[src/design/sarc_regs.svh]
// Behaviour
// - Control settles, outputs update on rising edge
// - Start low at edge resets synchronously
// - Reset gives msb low, others high, done high
// - First edge loads msb, clears next bit
// - Each edge with echo buffer room fills low bit, clears next
// - Filling lsb drops done, then freezes
// - Width is 8 or 12 stages
// - Echo output repeats each captured decision two edges later while echo_ready is high and no start intervenes
// - Echo and enable are optional per variant
// - High enable forces msb high, holds rest
// - Held device ignores data until enable drops
// - True and inverted msb copies provided
// - Internal phases never overlap
`ifndef SARC_REGS_SVH
`define SARC_REGS_SVH
// ----------------------------------------
// Widths and reset values
// ----------------------------------------
`define SARC_WIDTH_NARROW 8
`define SARC_WIDTH_WIDE   12
`define SARC_DONE_RESET   1'h1
`define SARC_ECHO_RESET   1'h0
`define SARC_BUF_DEPTH    2
`endif

[src/design/sarc_pkg.sv]
package sarc_pkg;
   // Conversion phases
   typedef enum logic [1:0] {SARC_IDLE, SARC_WALK, SARC_DONE} sarc_phase_e;
endpackage

[src/design/sarc_echo_buf.sv]
`timescale 1ns/1ps
`include "sarc_regs.svh"
// ----------------------------------------
// Two-entry buffer on the echo data path
// ----------------------------------------
module sarc_echo_buf #(
   parameter int W = 1
) (
   input  wire logic         clk,
   input  wire logic         rst,
   input  wire logic         in_valid,
   output logic              in_ready,
   input  wire logic [W-1:0] in_data,
   output logic              out_valid,
   input  wire logic         out_ready,
   output logic [W-1:0]      out_data
);
   typedef struct packed {
      logic [1:0][W-1:0] mem;   // Entries
      logic              wp;    // Write index
      logic              rp;    // Read index
      logic [1:0]        cnt;   // Fill level
   } sarc_buf_s;
   sarc_buf_s s_q;
   sarc_buf_s s_d;
   logic      push;
   logic      pop;
   // Handshake terms
   assign in_ready  = (s_q.cnt != 2'h2);
   assign out_valid = (s_q.cnt != 2'h0);
   assign out_data  = s_q.mem[s_q.rp];
   assign push      = in_valid && in_ready;
   assign pop       = out_valid && out_ready;
   // Next state
   always_comb
   begin
      s_d = s_q;
      if (push)
      begin
         s_d.mem[s_q.wp] = in_data;
         s_d.wp          = ~s_q.wp;
      end
      if (pop)
         s_d.rp = ~s_q.rp;
      s_d.cnt = s_q.cnt + {1'h0, push} - {1'h0, pop};
   end
   // State register
   always_ff @(posedge clk)
   begin
      if (rst)
         s_q <= '0;
      else
         s_q <= s_d;
   end
endmodule

[src/design/sarc_sync.sv]
`timescale 1ns/1ps
// ----------------------------------------
// Two-flop synchroniser for pin inputs
// ----------------------------------------
module sarc_sync #(
   parameter int W = 1
) (
   input  wire logic         clk,
   input  wire logic [W-1:0] din,
   output logic [W-1:0]      dout
);
   typedef struct packed {
      logic [W-1:0] m;   // First stage
      logic [W-1:0] s;   // Second stage
   } sarc_sync_s;
   sarc_sync_s s_q;
   sarc_sync_s s_d;
   // Shift
   always_comb
   begin
      s_d   = s_q;
      s_d.m = din;
      s_d.s = s_q.m;
   end
   // Register
   always_ff @(posedge clk)
   begin
      s_q <= s_d;
   end
   assign dout = s_q.s;
endmodule

[src/design/sarc_register.sv]
`timescale 1ns/1ps
`include "sarc_regs.svh"
// ----------------------------------------
// Successive-approximation control register
// ----------------------------------------
module sarc_register #(
   parameter int  WIDTH    = `SARC_WIDTH_NARROW,  // 8 or 12 stages
   parameter bit  HAS_ECHO = 1'b1,                 // Echo output fitted
   parameter bit  HAS_EN   = 1'b1                  // Cascade enable fitted
) (
   input  wire logic             clk,
   input  wire logic             rst,
   input  wire logic             serial_in,
   input  wire logic             start_n,
   input  wire logic             enable_n,
   output logic [WIDTH-1:0]      q,
   output logic                  msb_out,
   output logic                  msb_out_n,
   output logic                  lsb_out,
   output logic                  done_n,
   output logic                  serial_echo,
   output logic                  echo_valid,
   input  wire logic             echo_ready
);
   // ----------------------------------------
   // Elaboration checks
   // ----------------------------------------
   // Only the two register lengths are built
   if (WIDTH != `SARC_WIDTH_NARROW && WIDTH != `SARC_WIDTH_WIDE)
   begin : g_bad_width
      $error("WIDTH must be 8 or 12");
   end
   localparam int SW = $clog2(WIDTH + 1);   // Width of the step counter

   // ----------------------------------------
   // Pin synchronisers
   // ----------------------------------------
   logic [2:0] pins_s;   // Synchronised {enable_n, start_n, serial_in}
   sarc_sync #(.W(3)) i_sarc_sync (
      .clk  (clk),
      .din  ({enable_n, start_n, serial_in}),
      .dout (pins_s)
   );
   logic dat;   // Decision bit
   logic st_n;  // Start, active low
   logic en_n;  // Enable, tied low if absent
   assign dat  = pins_s[0];
   assign st_n = pins_s[1];
   assign en_n = HAS_EN ? pins_s[2] : 1'b0;

   // ----------------------------------------
   // State
   // ----------------------------------------
   typedef struct packed {
      logic [WIDTH-1:0]    reg_bits;  // Stored result bits
      logic [WIDTH-1:0]    ptr;       // One-hot bit currently held low
      logic                done_n;    // Conversion complete, active low
      sarc_pkg::sarc_phase_e phase;   // Conversion phase
      logic                msb_out;   // Registered msb pin
      logic                msb_n;     // Registered inverted msb pin
      logic                lsb_out;   // Registered lsb pin
      logic [WIDTH-1:0]    q;         // Registered outputs
      logic                echo;      // Echo pin
      logic                echo_vld;  // Echo valid pin
      logic [SW-1:0]       steps;     // Decisions taken since start
   } sarc_state_s;
   sarc_state_s s_q;
   sarc_state_s s_d;

   // Echo buffer wiring
   logic buf_in_ready;
   logic buf_out_valid;
   logic buf_out_data;
   logic walk_step;   // A decision bit is being captured
   logic out_take;    // Echo stage empty or its word taken

   // ----------------------------------------
   // Echo buffer: decisions queue toward the echo pin
   // ----------------------------------------
   sarc_echo_buf #(.W(1)) i_sarc_echo_buf (
      .clk       (clk),
      .rst       (rst || !st_n),
      .in_valid  (walk_step && HAS_ECHO),
      .in_ready  (buf_in_ready),
      .in_data   (dat),
      .out_valid (buf_out_valid),
      .out_ready (out_take),
      .out_data  (buf_out_data)
   );

   // Step only while enabled and, when echo is fitted, buffer has room
   assign walk_step = (s_q.phase == sarc_pkg::SARC_WALK) && !en_n
                      && (!HAS_ECHO || buf_in_ready);
   // Echo stage accepts a word when empty or when the pins take its word
   assign out_take  = !s_q.echo_vld || echo_ready;

   // ----------------------------------------
   // Next-state logic
   // ----------------------------------------
   always_comb
   begin
      logic [WIDTH-1:0] nb;
      logic [WIDTH-1:0] np;
      nb  = s_q.reg_bits;
      np  = s_q.ptr;
      s_d = s_q;
      if (!st_n)
      begin
         // Synchronous start: msb low, others high
         nb       = {1'b0, {(WIDTH-1){1'b1}}};
         np       = {1'b1, {(WIDTH-1){1'b0}}};
         s_d.done_n = `SARC_DONE_RESET;
         s_d.phase  = sarc_pkg::SARC_WALK;
         s_d.steps  = '0;
      end
      else if (walk_step)
      begin
         // Store decision into the low bit, clear the next one
         for (int i = 0; i < WIDTH; i++)
         begin
            if (s_q.ptr[i])
               nb[i] = dat;
            if (i > 0 && s_q.ptr[i])
               nb[i-1] = 1'b0;
         end
         np = s_q.ptr >> 1;
         s_d.steps = s_q.steps + SW'(1);
         if (s_q.ptr[0])
         begin
            s_d.done_n = 1'b0;
            s_d.phase  = sarc_pkg::SARC_DONE;
         end
      end
      s_d.reg_bits = nb;
      s_d.ptr      = np;
      // Output flops; enable forces msb high, stored bit kept
      s_d.q          = nb;
      s_d.q[WIDTH-1] = nb[WIDTH-1] | en_n;
      s_d.msb_out    = nb[WIDTH-1] | en_n;
      s_d.msb_n      = ~(nb[WIDTH-1] | en_n);
      s_d.lsb_out    = nb[0];
      // Echo stage refills only when empty or when its word is taken,
      // so a stalled consumer keeps seeing the same bit
      if (!st_n)
      begin
         // A new conversion drops any word left from the last one
         s_d.echo_vld = 1'b0;
      end
      else if (out_take)
      begin
         s_d.echo_vld = HAS_ECHO && buf_out_valid;
         if (HAS_ECHO && buf_out_valid)
            s_d.echo = buf_out_data;
      end
   end

   // ----------------------------------------
   // State register, all outputs on rising edge
   // ----------------------------------------
   always_ff @(posedge clk)
   begin
      if (rst)
      begin
         s_q          <= '0;
         s_q.reg_bits <= {1'b0, {(WIDTH-1){1'b1}}};
         s_q.q        <= {1'b0, {(WIDTH-1){1'b1}}};
         s_q.lsb_out  <= 1'b1;
         s_q.msb_n    <= 1'b1;
         s_q.done_n   <= `SARC_DONE_RESET;
         s_q.phase    <= sarc_pkg::SARC_IDLE;
      end
      else
         s_q <= s_d;
   end

   // Outputs straight from flops
   assign q           = s_q.q;
   assign msb_out     = s_q.msb_out;
   assign msb_out_n   = s_q.msb_n;
   assign lsb_out     = s_q.lsb_out;
   assign done_n      = s_q.done_n;
   assign serial_echo = s_q.echo;
   assign echo_valid  = s_q.echo_vld;
endmodule

[config.mk]
export PLATFORM = sky130hd
export DESIGN_NAME = sarc_register
export DESIGN_NICKNAME = d
export VERILOG_FILES = /design/src/design/sarc_pkg.sv /design/src/design/sarc_echo_buf.sv /design/src/design/sarc_sync.sv /design/src/design/sarc_register.sv
export VERILOG_INCLUDE_DIRS = /design/src /design/src/design
export SDC_FILE = /design/constraint.sdc
export NUM_CORES = 1
export LEC_CHECK = 0
export ABC_AREA = 1
export BUFFER_PORTS_ARGS = -buffer_cell sky130_fd_sc_hd__buf_2
export CORE_UTILIZATION = 59
export DETAILED_ROUTE_END_ITERATION = 10
export PLACE_DENSITY = 0.82
export SYNTH_ARGS = -nofsm -noshare
export SYNTH_HDL_FRONTEND = slang
export SYNTH_SLANG_ARGS = --single-unit
[constraint.sdc]
create_clock -name clk -period 3 [get_ports clk]
set_input_delay 0.6 -clock clk [delete_from_list [all_inputs] [get_ports clk]]
set_output_delay 0.6 -clock clk [all_outputs]
set_load 0.05 [all_outputs]
After elaboration in Yosys (flattened, before gate mapping)
Cells that the tools add are included.
W data, S select, Z words.
- bits of input ports: 6
- register bits after elaboration: 44
- word-level logic and storage cells: 75
- output and inout bits: 14
- reductions and logical operators: 15
- magnitude comparators: 3
- add/subtract/negate cells: 2
- muxes and demuxes: 27
- equal/unequal tests: 4
- bitwise gates (word level): 5
- operators by type and width (cell ; count):
    $mux W8 ; 4
    $mux W1 ; 21
    $logic_and A1 B1 Y1 ; 5
    $lt A1 B2 Y1 const B ; 2
    $ne A2 B2 Y1 const B ; 2
    $not A1 Y1 ; 4
    $reduce_and A2 Y1 ; 2
    $logic_not A1 Y1 ; 3
    $reduce_and A3 Y1 ; 1
    $add A2 B1 Y2 ; 1
    $bwmux W2 ; 1
    $eq A2 B1 Y1 const B ; 1
    $logic_or A1 B1 Y1 ; 2
    $ne A2 B1 Y1 const B ; 1
    $reduce_bool A2 Y1 ; 1
    $reduce_or A2 Y1 ; 1
    $sub A2 B1 Y2 ; 1
    $demux W1 S1 ; 1
    $ge A1 B1 Y1 const B ; 1
    $or A1 B1 Y1 ; 1

Depth between registers and ports, before layout
Gate-level depths: netlist of run 1.
- depth in word-level cells: 7
- mapped depth: 9
- mapped depth without buffers: 9

By module
A second synthesis of run 1 with hierarchy kept.
- cell total of the unflattened synthesis: 176
- area total of the unflattened synthesis: 1438.9 sq um
- by module, submodules not included (module ; sequential area each (sq um) ; area each (sq um) ; instances ; cells an instance):
    sarc_register ; 460.4 ; 1006.0 ; 1 ; 125
    sarc_echo_buf ; 120.1 ; 312.8 ; 1 ; 45
    sarc_sync ; 120.1 ; 120.1 ; 1 ; 6

Least setup slack after synthesis of run 1
No wires, ideal clock.
- path type: reg2reg
- start: reg s_q, in the netlist echo_valid
- end: reg i_sarc_echo_buf.s_q[1] in the netlist's numbering
- arrival time: 1.732 ns
- clock period less this slack: 1.852 ns
- stages on the path, launching flop included: 10
- path slack: 1.148 ns
- buffers on the path: 0
- setup time: 0.121 ns
- path through: dfxtp_1 inv_1 nor2_1 nor2_4 ha_1 inv_1 ha_1 xnor2_1 o21ai_0 a21oi_1
- word-level cells in the longest chain between the ends: 4
- RTL lines (element ; line ; text):
    start: declaration ; sarc_register.sv:67 ; sarc_state_s s_q;
    $logic_not A1 Y1 ; sarc_register.sv:95 ; assign out_take = !s_q.echo_vld || echo_ready;
    $logic_or A1 B1 Y1 ; sarc_register.sv:95 ;
    $logic_and A1 B1 Y1 ; sarc_echo_buf.sv:33 ; assign pop = out_valid && out_ready;
    via i_sarc_echo_buf.pop ; sarc_echo_buf.sv:27 ; logic pop;
    $sub A2 B1 Y2 ; sarc_echo_buf.sv:45 ; s_d.cnt = s_q.cnt + {1'h0, push} - {1'h0, pop};
    end signal: assignment ; sarc_echo_buf.sv:51 ; s_q <= '0;
    end signal: assignment ; sarc_echo_buf.sv:53 ; s_q <= s_d;
    end: declaration ; sarc_echo_buf.sv:24 ; sarc_buf_s s_q;
The timed path passes the listed nets, and every way through them passes these cells.
A chain may end at the register's enable or synchronous reset.

Worst setup path in the final report of run 1
- start: reg i_sarc_echo_buf.s_q[0] in the netlist's numbering
- end: reg i_sarc_echo_buf.s_q[1] in the netlist's numbering
- word-level cells in the longest chain between the ends: 5
- elaborated cells on any way between the ends: 7
- RTL lines (element ; line ; text):
    $ne A2 B2 Y1 ; sarc_echo_buf.sv:29 ; assign in_ready = (s_q.cnt != 2'h2);
    $logic_and A1 B1 Y1 ; sarc_register.sv:93 ; && (!HAS_ECHO || buf_in_ready);
    $logic_and A1 B1 Y1 ; sarc_echo_buf.sv:32 ; assign push = in_valid && in_ready;
    $add A2 B1 Y2 ; sarc_echo_buf.sv:45 ;
    $sub A2 B1 Y2 * ; sarc_echo_buf.sv:45 ;
Every way passes the cells marked *; elsewhere a longest branch is shown, timed or not.

==> results of run 1 <==
-- path summary, 6_finish.rpt --
| path | to | from | depth (start not counted) |
|---|---|---|---|
| min reg2reg | i_sarc_sync.dout[0]$_DFF_P_ | i_sarc_sync.s_d[0]$_DFF_P_ | 0 |
| min | i_sarc_sync.dout[0]$_DFF_P_ | i_sarc_sync.s_d[0]$_DFF_P_ | 0 |
| max reg2reg | i_sarc_echo_buf.s_q[1]$_SDFF_PP0_ | i_sarc_echo_buf.s_q[0]$_SDFF_PP0_ | 8 |
| max | i_sarc_echo_buf.s_q[1]$_SDFF_PP0_ | i_sarc_echo_buf.s_q[0]$_SDFF_PP0_ | 8 |
-- cell usage after synthesis (all sizes together) --
cell type / instances / share of area [%]
xnor2: 1 / 0.61
a21oi: 12 / 6.0
nor2: 21 / 6.9
o21ai: 9 / 3.4
dfxtp: 35 / 49
ha: 2 / 1.7
nand3: 29 / 11
nand4: 1 / 0.44
nor3: 3 / 2.1
inv: 18 / 4.7
buf: 11 / 6.1
nand2: 26 / 8.2
-- cell type report --
class                           instances  share of cell area [%]
Sequential cell                        35                    45.9
Multi-Input combinational cell        104                    37.9
Timing Repair Buffer                   19                    6.22
Inverter                               18                    4.42
Clock buffer                            7                    2.95
Tap cell                               28                    2.29
Clock inverter                          1                   0.328
-- flip-flops by register name, summed over array words and instances (netlist names) --
register / flops
s_q: 18
i_sarc_echo_buf.s_q: 6
i_sarc_sync.dout: 3
i_sarc_sync.s_d: 3
done_n: 1
echo_valid: 1
msb_out: 1
msb_out_n: 1
serial_echo: 1
-- layer usage --
metal / GRT usage, % / wire (microns) / up-vias
met5: 0 / 0 / -
met2: 37.3 / 1260 / 34
met1: 27.0 / 1130 / 515
met4: 14.4 / 66 / 0
li1: - / - / 569
met3: 8.33 / 146 / 6
-- report_power, final --
| part | internal (uW) | leakage (uW) | total, uW | switching, uW |
|---|---|---|---|---|
| combinational | 23.6 | 0.000325 | 80.8 | 57.2 |
| sequential | 477 | 0.000286 | 488 | 11.0 |
| clock | 91.2 | 0.0000293 | 237 | 146 |
| total | 592 | 0.000641 | 806 | 214 |
-- cell families (layout without fill, tap and decap cells) --
| kind of cell | after synthesis | after routing | share of synthesized area [%] |
|---|---|---|---|
| buffers and inverters | 29 | 45 | 10.8 |
| and+or+nand+nor | 80 | 80 | 28.6 |
| AOI/OAI and AO/OA | 21 | 21 | 9.42 |
| DFF | 35 | 35 | 48.8 |
| adders and majority gates | 2 | 2 | 1.74 |
| xor gates and xnor gates | 1 | 1 | 0.610 |
-- worst register-to-register path, stage by stage (launching register included) --
cell	delay, ns
dfxtp_1	0.36
inv_2	0.06
nand2_4	0.12
nand3_4	0.26
inv_2	0.23
ha_1	0.19
xnor2_1	0.14
o21ai_0	0.09
a21oi_1	0.15
-- through the flow --
stage / utilization [%] / hold slack, ns / instances / setup WS [ns]
floorplan: - / 0.310 / 168 / 1.15
global placement: 65.5 / 0.311 / 204 / 1.08
detailed placement: 65.5 / 0.320 / 204 / 1.02
CTS: 67.8 / 0.343 / 212 / 1.34
global route: 67.8 / 0.347 / 212 / 1.12
finish: 67.8 / 0.338 / 212 / 1.32
==> qor.yml, run 1 <==
worst_setup_path:
  worstPathArrival_ns: 1.95
  path_delay_family: "simple AND/OR/NAND/NOR gates"
  cp_slowest_cell: "dfxtp_1"
  crit_buf_inv: 2
  max_stage_delay_ns: 0.36
  start_kind: "register"
  path_class: "register to register"
  worstPathCellList: "inv_2 > nand2_4 > nand3_4 > inv_2 > ha_1 > xnor2_1 > o21ai_0 > a21oi_1"
  reg2reg_slack_ns: 1.32
  worst_path_most_repeated_cell: "inv_2"
  worstPathRequired_ns: 3.26
  cp-end-kind: "register"
  crit_path_max_fanout: 18
run:
  max-cap-violations: 0
drt:
  drt-total-wl_microns: 2610
  viasPerCell: 5.30
  drtAntennaViolNets: 0
  num_vias: 1124
  drc_errors: 0
  wire_per_inst_microns: 12.3
  initialDrtViolationCount: 38
  dr.pass1.iters: 4
global_routing:
  grt_pass1_wl_microns: 4430
  grt_max_degree: 19
  grt.overflow.total: 0
  antenna_found_initial: 0
  first_global_vias: 1054
  track_usage_pct: 23.6
layout:
  syn_to_final_growth_pct: 6.45
  register_area_sq_um: 701
  layout-drive-gt1-share_pct: 26.6
  antenna_cells: 0
  stdcell_area_sq_mm: 0.00153
  final_cell_mix: "dfxtp_1, nand3_1, nand2_1, buf_2, nor2_1"
  nets: 191
  final_common_cell: "dfxtp_1"
  n_fill_cell: 184
  multiInputGateArea_sq_um: 579
pwr:
  power_uw: 806
  power_density_mw_per_mm2: 528
  p_leak_uw: 0.000641
  ir_worst_vdd_uv: 423
sta:
  setup_violations: 0
  slew_headroom_pct: 65.7
  finalHoldViolations: 0
  period_share_pct: 56.1
  rsz0062_at_grt: "false"
  clock.fmax_mhz: 594
  tightest_slew_ns: 0.513
  timing_max_transition_violations_final: 0
  tns_ns: 0
  skew_ns: 0.00722
  layout_min_cycle_time_ns: 1.68
clock_tree:
  cts-hold-fix-buffers: 0
  cts_tree: "yes"
  path_clk_slew_ns: 0.10
  post-cts-setup-buffers: 0
  cts_buffer_depth: 2
  root_buffer: "clkbuf_4"
  cts_sinks: 35
  htreeDepth: 2
  cts_buffers: 5
  ctsResizeCount: 0
  clkLatencyLatePin_ns: 0.34
placed_design:
  gp_congestion: 0.804
  hpwlAfterDp_microns: 1830
  portBuffers: 19
  placed_area_sq_mm: 0.00148
synth:
  synth_seq_cells: 35
  synth_cell_types: 23
  netlist_area_sq_mm: 0.00144
  synth_warnings: 0
  postSynthAreaPerCell_sq_um: 8.54
  syn_nets: 176
  synthCells: 168
  seq_area_frac_synth_pct: 48.8
floorplan:
  die_w_microns: 51.3
  core-area_sq_mm: 0.00225
  start_util_pct: 63.7
  rows: 17
  num_io_pins: 20
  dieHeight_microns: 51.3
  die_area_sq_mm: 0.00263
status:
  status: "finished, final reports clean"
min_path:
  min_path_type: "register to register"
Note: power is estimated with default switching activity, not from simulation.
==> run 2, diff against run 1 <==
ABC_AREA = 0   (was 1)
CORE_UTILIZATION = 49   (was 59)
PLACE_DENSITY = 0.73   (was 0.82)
clock period = 1.5 ns   (was 3 ns; I/O delays follow)
==> qor.yml, run 2 <==
synth:
  seq_area_frac_synth_pct: 49.0  # was 48.8%
  synth.area.mux_share_pct: 2.10  # was 0%
  synth-xor-area-share_pct: 0.613  # was 0.610%
  synth.area.top_cells: "dfxtp_1, o21ai_0, a21oi_1, buf_4, nand2b_1"  # was dfxtp_1, nand3_1, nand2_1, buf_4, nor2_1
  netlist_area_sq_mm: 0.00143  # was 0.00144 sq mm
  synth-edff-count: 0  # unchanged
  synth_warnings: 0  # unchanged
  synthCells: 157  # was 168
  yosysTopAreaCellShare_pct: 49.0  # was 48.8%
  synth_seq_cells: 35  # unchanged
  synth_cell_types: 34  # was 23
  synth_most_common_cell: "dfxtp_1"  # unchanged
  syn_nets: 165  # was 176
  synth_compound_area_share_pct: 21.0  # was 9.42%
  yosys.area_share.adder_pct: 1.75  # was 1.74%
  ys_async_sr_fraction_pct: 0  # unchanged
  synth_top_area_cell: "dfxtp_1"  # unchanged
  synthSimpleGateAreaFrac_pct: 16.7  # was 28.6%
  synth_ff_type: "dfxtp_1"  # unchanged
  synthTopCellsByCount: "dfxtp_1, o21ai_0, a21oi_1"  # was dfxtp_1, nand3_1, nand2_1
  synth_top_family_by_area: "compound AO/OA/AOI/OAI gates"  # was simple AND/OR/NAND/NOR gates
  postSynthAreaPerCell_sq_um: 9.10  # was 8.54 sq um
run:
  max-cap-violations: 0  # unchanged
floorplan:
  start_util_pct: 51.8  # was 63.7%
  num_io_pins: 20  # unchanged
  die_area_sq_mm: 0.00314  # was 0.00263 sq mm
  die_w_microns: 56  # was 51.3 microns
  rows: 19  # was 17
  dieHeight_microns: 56  # was 51.3 microns
  core-area_sq_mm: 0.00276  # was 0.00225 sq mm
global_routing:
  grt_pass1_wl_microns: 4570  # was 4430 microns
  track_usage_pct: 18.3  # was 23.6%
  first_global_vias: 1039  # was 1054
  grt_max_degree: 19  # unchanged
  antenna_found_initial: 0  # unchanged
  grt.overflow.total: 0  # unchanged
placed_design:
  hpwlAfterDp_microns: 1980  # was 1830 microns
  gp_congestion: 0.789  # was 0.804
  placed_area_sq_mm: 0.00162  # was 0.00148 sq mm
  dp.cells: 209  # was 204
  portBuffers: 19  # unchanged
sta:
  finalHoldViolations: 0  # unchanged
  setup_violations: 0  # unchanged
  layout_min_cycle_time_ns: 1.50  # was 1.68 ns
  slew_headroom_pct: 60.3  # was 65.7%
  tightest_slew_ns: 0.595  # was 0.513 ns
  period_share_pct: 100  # was 56.1%
  skew_ns: 0.0154  # was 0.00722 ns
  hold_ws_ns: 0.0601  # was 0.338 ns
  timing_max_transition_violations_final: 0  # unchanged
  clock.fmax_mhz: 667  # was 594 MHz
  rsz0062_at_grt: "true"  # was false
layout:
  top_regs: "s_q (18), i_sarc_echo_buf.s_q (6)"  # unchanged
  layout-drive-gt1-share_pct: 34.9  # was 26.6%
  stdcell_area_sq_mm: 0.00179  # was 0.00153 sq mm
  largest_reg_flops: 18  # unchanged
  post-route-util_pct: 64.7  # was 67.8%
  nets: 193  # was 191
  syn_to_final_growth_pct: 25.0  # was 6.45%
  final_common_cell: "dfxtp_1"  # unchanged
  largest_register: "s_q"  # unchanged
  antenna_cells: 0  # unchanged
  final_cell_mix: "dfxtp_1, buf_2, o21ai_0, buf_4, a21oi_1"  # was dfxtp_1, nand3_1, nand2_1, buf_2, nor2_1
  finalNonFillerCells: 217  # was 212
  n_fill_cell: 215  # was 184
min_path:
  worstHoldPathCells: 1  # was 0
  hp-start: "enable_n"  # was i_sarc_sync.s_d[0]$_DFF_P_
  min_path_type: "input pin to register"  # was register to register
  whs_endpoint: "i_sarc_sync.s_d[2]$_DFF_P_"  # was i_sarc_sync.dout[0]$_DFF_P_
clock_tree:
  clkLatencyLatePin_ns: 0.34  # about the same
  cts_sinks: 35  # unchanged
  cts-hold-fix-buffers: 0  # unchanged
  post-cts-setup-buffers: 0  # unchanged
  htreeDepth: 2  # unchanged
  path_clk_slew_ns: 0.11  # was 0.10 ns
  cts_buffer_depth: 2  # unchanged
  cts_buffers: 5  # unchanged
  cts_tree: "yes"  # unchanged
  root_buffer: "clkbuf_4"  # unchanged
drt:
  viasPerCell: 5.24  # was 5.30
  wire_per_inst_microns: 12.5  # was 12.3 microns
  initialDrtViolationCount: 34  # was 38
  num_vias: 1136  # was 1124
  drt-total-wl_microns: 2720  # was 2610 microns
  dr.pass1.iters: 4  # unchanged
  drtAntennaViolNets: 0  # unchanged
  drc_errors: 0  # unchanged
status:
  status: "finished, final reports clean"  # unchanged
worst_setup_path:
  reg2reg_slack_ns: 0.0005  # was 1.32 ns
  reg2reg_to: "i_sarc_echo_buf.s_q[1]$_SDFF_PP0_"  # unchanged
  worstPathCellList: "or3b_4 > nor2_4 > ha_4 > xor2_1 > and2_1 > nor3_2"  # was inv_2 > nand2_4 > nand3_4 > inv_2 > ha_1 > xnor2_1 > o21ai_0 > a21oi_1
  worstPathArrival_ns: 1.70  # was 1.95 ns
  cp_slowest_cell: "or3b_4"  # was dfxtp_1
  worstPathRequired_ns: 1.70  # was 3.26 ns
  cp-end-kind: "register"  # unchanged
  start_kind: "register"  # unchanged
  r2r-start: "s_q[18]$_SDFFE_PP0P_"  # was i_sarc_echo_buf.s_q[0]$_SDFF_PP0_
  crit_path_max_fanout: 6  # was 18
  path_class: "register to register"  # unchanged
  max_stage_delay_ns: 0.45  # was 0.36 ns
  r2r_cells: 6  # was 8
pwr:
  ir_worst_vdd_uv: 1070  # was 423 uV
  power_density_mw_per_mm2: 1150  # was 528 mW/mm^2
  power_uw: 2050  # was 806 uW
  p_leak_uw: 0.000681  # was 0.000641 uW
run 2: changes by cell type in the layout (fill, tap and decap cells not counted), moves of 5 or more:
cell	delta
nand3_1	-19
buf_4	+17
nand2_1	-16
a21oi_1	+11
inv_1	-10
o21ai_0	+10
nor2_1	-9
nand2b_1	+8
a21oi_2	-7
dfxtp_1	-5
nand2_2	-5
o211ai_1	+5
run 2: repair_timing:
| item | CTS | global route |
|---|---|---|
| endpoints found under the setup margin | 6 | 5 |
| resized for setup | 6 | 12 |
| pin swaps | 0 | 5 |
run 2: cells by family (layout without fill, tap and decap cells):
| kind of cell | after synthesis | after routing |
|---|---|---|
| muxes | 3 | 3 |
| xor gates and xnor gates | 1 | 1 |
| adders and majority gates | 2 | 2 |
| and+or+nand+nor | 44 | 44 |
| buffers and inverters | 23 | 52 |
| DFF | 35 | 35 |
| AOI/OAI and AO/OA | 49 | 49 |
run 2: worst max path at each step:
| stage | slack (ns) | cells after the start | startpoint | to |
|---|---|---|---|---|
| 6_report | 0.0005 | 6 | s_q[18]$_SDFFE_PP0P_ | i_sarc_echo_buf.s_q[1]$_SDFF_PP0_ |
| 5_1_grt | -0.06 | 8 | echo_valid$_SDFFE_PP0N_ | i_sarc_echo_buf.s_q[1]$_SDFF_PP0_ |
| 4_1_cts | -0.03 | 8 | echo_valid$_SDFFE_PP0N_ | i_sarc_echo_buf.s_q[1]$_SDFF_PP0_ |
| 3_5_place_dp | -0.23 | 9 | echo_ready | i_sarc_echo_buf.s_q[1]$_SDFF_PP0_ |
| 3_3_place_gp | -0.10 | 9 | echo_ready | i_sarc_echo_buf.s_q[1]$_SDFF_PP0_ |
| 2_1_floorplan | -0.12 | 8 | echo_valid$_SDFFE_PP0N_ | i_sarc_echo_buf.s_q[1]$_SDFF_PP0_ |
run 2: final cells by class:
class                      count  area [sq um]  area share (%)
sequential                    35           709            39.7
inverter                       7          26.3            1.47
clock buffer                   6          62.6            3.50
clock inverter                 2          37.5            2.10
tap                           31          38.8            2.17
timing repair buffer          37           234            13.1
multi-input combinational     99           677            37.9
run 2: stage by stage:
stage	worst slack (ns)	TNS, ns
2_1_floorplan	-0.124	-0.124
3_3_place_gp	-0.104	-0.104
3_5_place_dp	-0.232	-0.392
4_1_cts	-0.0283	-0.0283
5_1_grt	-0.0635	-0.0640
6_report	0.000518	0
run 2: per-layer routing:
metal | wire, microns | global-route usage, % | up-vias
met5 | 0 | 0 | -
met4 | 9 | 7.32 | 0
met3 | 83 | 4.88 | 2
met2 | 1320 | 29.8 | 20
met1 | 1300 | 23.1 | 515
li1 | - | - | 599
run 2: report_power, final:
part | switching (uW) | internal, uW
Sequential | 23.0 | 962
Combinational | 169 | 129
Clock | 317 | 451
Total | 508 | 1540
run 2: worst max-delay path: cells and delay by family, from the launching register on:
kind          cells  cell delay, ns
xor+xnor          1            0.16
fa+ha+maj         1            0.13
simple gates      4            0.76
flops             1            0.33
==> run 3, diff against run 2 <==
CORE_UTILIZATION = 59   (was 49)
GPL_TIMING_DRIVEN = 0   (was unset)
PLACE_DENSITY = 0.82   (was 0.73)
clock period = 1.9 ns   (was 1.5 ns; I/O delays follow)
==> qor.yml, run 3 (synthesis gave the netlist of run 2 again) <==
clock_tree:
  htreeDepth: 2  # unchanged
  post-cts-setup-buffers: 0  # unchanged
  cts_buffers: 5  # unchanged
  clkLatencyLatePin_ns: 0.35  # was 0.34 ns
  root_buffer: "clkbuf_4"  # unchanged
  cts_tree: "yes"  # unchanged
  path_clk_slew_ns: 0.11  # about the same
  cts_sinks: 35  # unchanged
  cts_buffer_depth: 2  # unchanged
sta:
  tightest_slew_ns: 0.431  # was 0.595 ns
  slew_headroom_pct: 71.2  # was 60.3%
  skew_ns: 0.00800  # was 0.0154 ns
  period_share_pct: 89.2  # was 100%
  rsz0062_at_grt: "false"  # was true
  timing_max_transition_violations_final: 0  # unchanged
  hold_ws_ns: 0.132  # was 0.0601 ns
  layout_min_cycle_time_ns: 1.70  # was 1.50 ns
  clock.fmax_mhz: 590  # was 667 MHz
  setup_violations: 0  # unchanged
  finalHoldViolations: 0  # unchanged
worst_setup_path:
  crit_buf_inv: 1  # was 0
  path_depth: 7  # was 6
  reg2reg_to: "i_sarc_echo_buf.s_q[1]$_SDFF_PP0_"  # unchanged
  worstPathCellList: "or3b_1 > buf_6 > nor2_1 > ha_1 > xor2_1 > and2_1 > nor3_1"  # was or3b_4 > nor2_4 > ha_4 > xor2_1 > and2_1 > nor3_2
  cp_slowest_cell: "or3b_1"  # was or3b_4
  endpoint: "i_sarc_echo_buf.s_q[1]$_SDFF_PP0_"  # unchanged
  worstPathRequired_ns: 2.13  # was 1.70 ns
  cp-startpoint: "s_q[18]$_SDFFE_PP0P_"  # unchanged
  r2r_cells: 7  # was 6
  cp-end-kind: "register"  # unchanged
  max_stage_delay_ns: 0.39  # was 0.45 ns
  r2r-start: "s_q[18]$_SDFFE_PP0P_"  # unchanged
  worstPathArrival_ns: 1.93  # was 1.70 ns
  crit_path_max_fanout: 19  # was 6
  start_kind: "register"  # unchanged
  reg2reg_slack_ns: 0.20  # was 0.0005 ns
  path_delay_family: "simple AND/OR/NAND/NOR gates"  # unchanged
  path_class: "register to register"  # unchanged
layout:
  nets: 189  # was 193
  layout-drive-gt1-share_pct: 23.1  # was 34.9%
  largest_register: "s_q"  # unchanged
  final_common_cell: "dfxtp_1"  # unchanged
  top_regs: "s_q (18), i_sarc_echo_buf.s_q (6)"  # unchanged
  final_cell_mix: "dfxtp_1, buf_2, o21ai_0, a21oi_1, nor2_1"  # was dfxtp_1, buf_2, o21ai_0, buf_4, a21oi_1
  antenna_cells: 0  # unchanged
  syn_to_final_growth_pct: 13.3  # was 25.0%
  largest_reg_flops: 18  # unchanged
  post-route-util_pct: 71.8  # was 64.7%
floorplan:
  dieHeight_microns: 51.2  # was 56 microns
  core-area_sq_mm: 0.00225  # was 0.00276 sq mm
  start_util_pct: 63.4  # was 51.8%
  die_area_sq_mm: 0.00262  # was 0.00314 sq mm
  num_io_pins: 20  # unchanged
  rows: 17  # was 19
  die_w_microns: 51.2  # was 56 microns
drt:
  viasPerCell: 5.63  # was 5.24
  wire_per_inst_microns: 12.6  # was 12.5 microns
  drtAntennaViolNets: 0  # unchanged
  drt-total-wl_microns: 2660  # was 2720 microns
  initialDrtViolationCount: 19  # was 34
  num_vias: 1182  # was 1136
  dr.pass1.iters: 4  # unchanged
  drc_errors: 0  # unchanged
status:
  status: "finished, final reports clean"  # unchanged
placed_design:
  portBuffers: 19  # unchanged
  hpwlAfterDp_microns: 1930  # was 1980 microns
  gp_congestion: 0.757  # was 0.789
global_routing:
  grt.overflow.total: 0  # unchanged
  grt_pass1_wl_microns: 4240  # was 4570 microns
  first_global_vias: 1007  # was 1039
  track_usage_pct: 22.8  # was 18.3%
  grt_max_degree: 20  # was 19
  antenna_found_initial: 0  # unchanged
pwr:
  ir_worst_vdd_uv: 777  # was 1070 uV
  p_leak_uw: 0.000615  # was 0.000681 uW
  power_density_mw_per_mm2: 842  # was 1150 mW/mm^2
run:
  max-cap-violations: 0  # unchanged
min_path:
  min_path_type: "input pin to register"  # unchanged
==> run 3: changes by cell type in the layout (fill, tap and decap cells not counted), sizes merged <==
cell      change
clkbuf        +3
buf           -8
bufinv        -1
inv           +1
clkinvlp      +1
==> run 3: repair_timing <==
item                       CTS  global route
gates resized for setup      0             1
hold buffers                 0             0
setup endpoints to repair    1             1
==> run 3: worst reg2reg max path: stages (launching register included) <==
cell and delay [ns]:
dfxtp_1 0.35, or3b_1 0.39, buf_6 0.17, nor2_1 0.13, ha_1 0.17, xor2_1 0.18
and2_1 0.16, nor3_1 0.04
==> run 3: layout make-up <==
| class | instances | area (sq um) |
|---|---|---|
| sequential | 35 | 701 |
| fill | 187 | 636 |
| multi-input combinational | 99 | 609 |
| timing repair buffer | 19 | 95.1 |
| buffer | 14 | 91.3 |
| clock buffer | 5 | 37.5 |
| tap | 28 | 35.0 |
| inverter | 7 | 26.3 |
| clock inverter | 3 | 23.8 |
==> run 3: stage by stage <==
stage / cell area (sq um) / worst slack (ns) / total power [uW] / TNS, ns / instances
after floorplan: 1430 / 0.0345 / 916 / 0 / 157
after global placement: 1560 / 0.0506 / 951 / 0 / 204
after detailed placement: 1560 / -0.00509 / 959 / -0.00509 / 204
after CTS: 1610 / 0.107 / 1370 / 0 / 210
after global routing: 1620 / 0.0868 / 1420 / 0 / 210
final: 1620 / 0.204 / 1360 / 0 / 210
==> run 3: worst min path at each step <==
stage | from | endpoint | slack (ns) | cells past startpoint
floorplan | i_sarc_sync.s_d[0]$_DFF_P_ | i_sarc_sync.dout[0]$_DFF_P_ | 0.31 | 0
global placement | i_sarc_sync.s_d[0]$_DFF_P_ | i_sarc_sync.dout[0]$_DFF_P_ | 0.31 | 0
detailed placement | i_sarc_sync.s_d[0]$_DFF_P_ | i_sarc_sync.dout[0]$_DFF_P_ | 0.31 | 0
CTS | enable_n | i_sarc_sync.s_d[2]$_DFF_P_ | 0.12 | 1
global route | start_n | i_sarc_sync.s_d[1]$_DFF_P_ | 0.11 | 1
finish | enable_n | i_sarc_sync.s_d[2]$_DFF_P_ | 0.13 | 1
==> run 3: routing by layer <==
layer / track usage (%) / part of all wire [%]
met1: 26.1 / 45
met2: 38.6 / 48
met3: 8.04 / 5.5
met4: 9.46 / 1.3
met5: 0 / 0
==> run 3: where the power goes <==
group	switching, uW	internal, uW
clock network	273	148
logic	107	58.8
registers	17.6	758
total	398	965
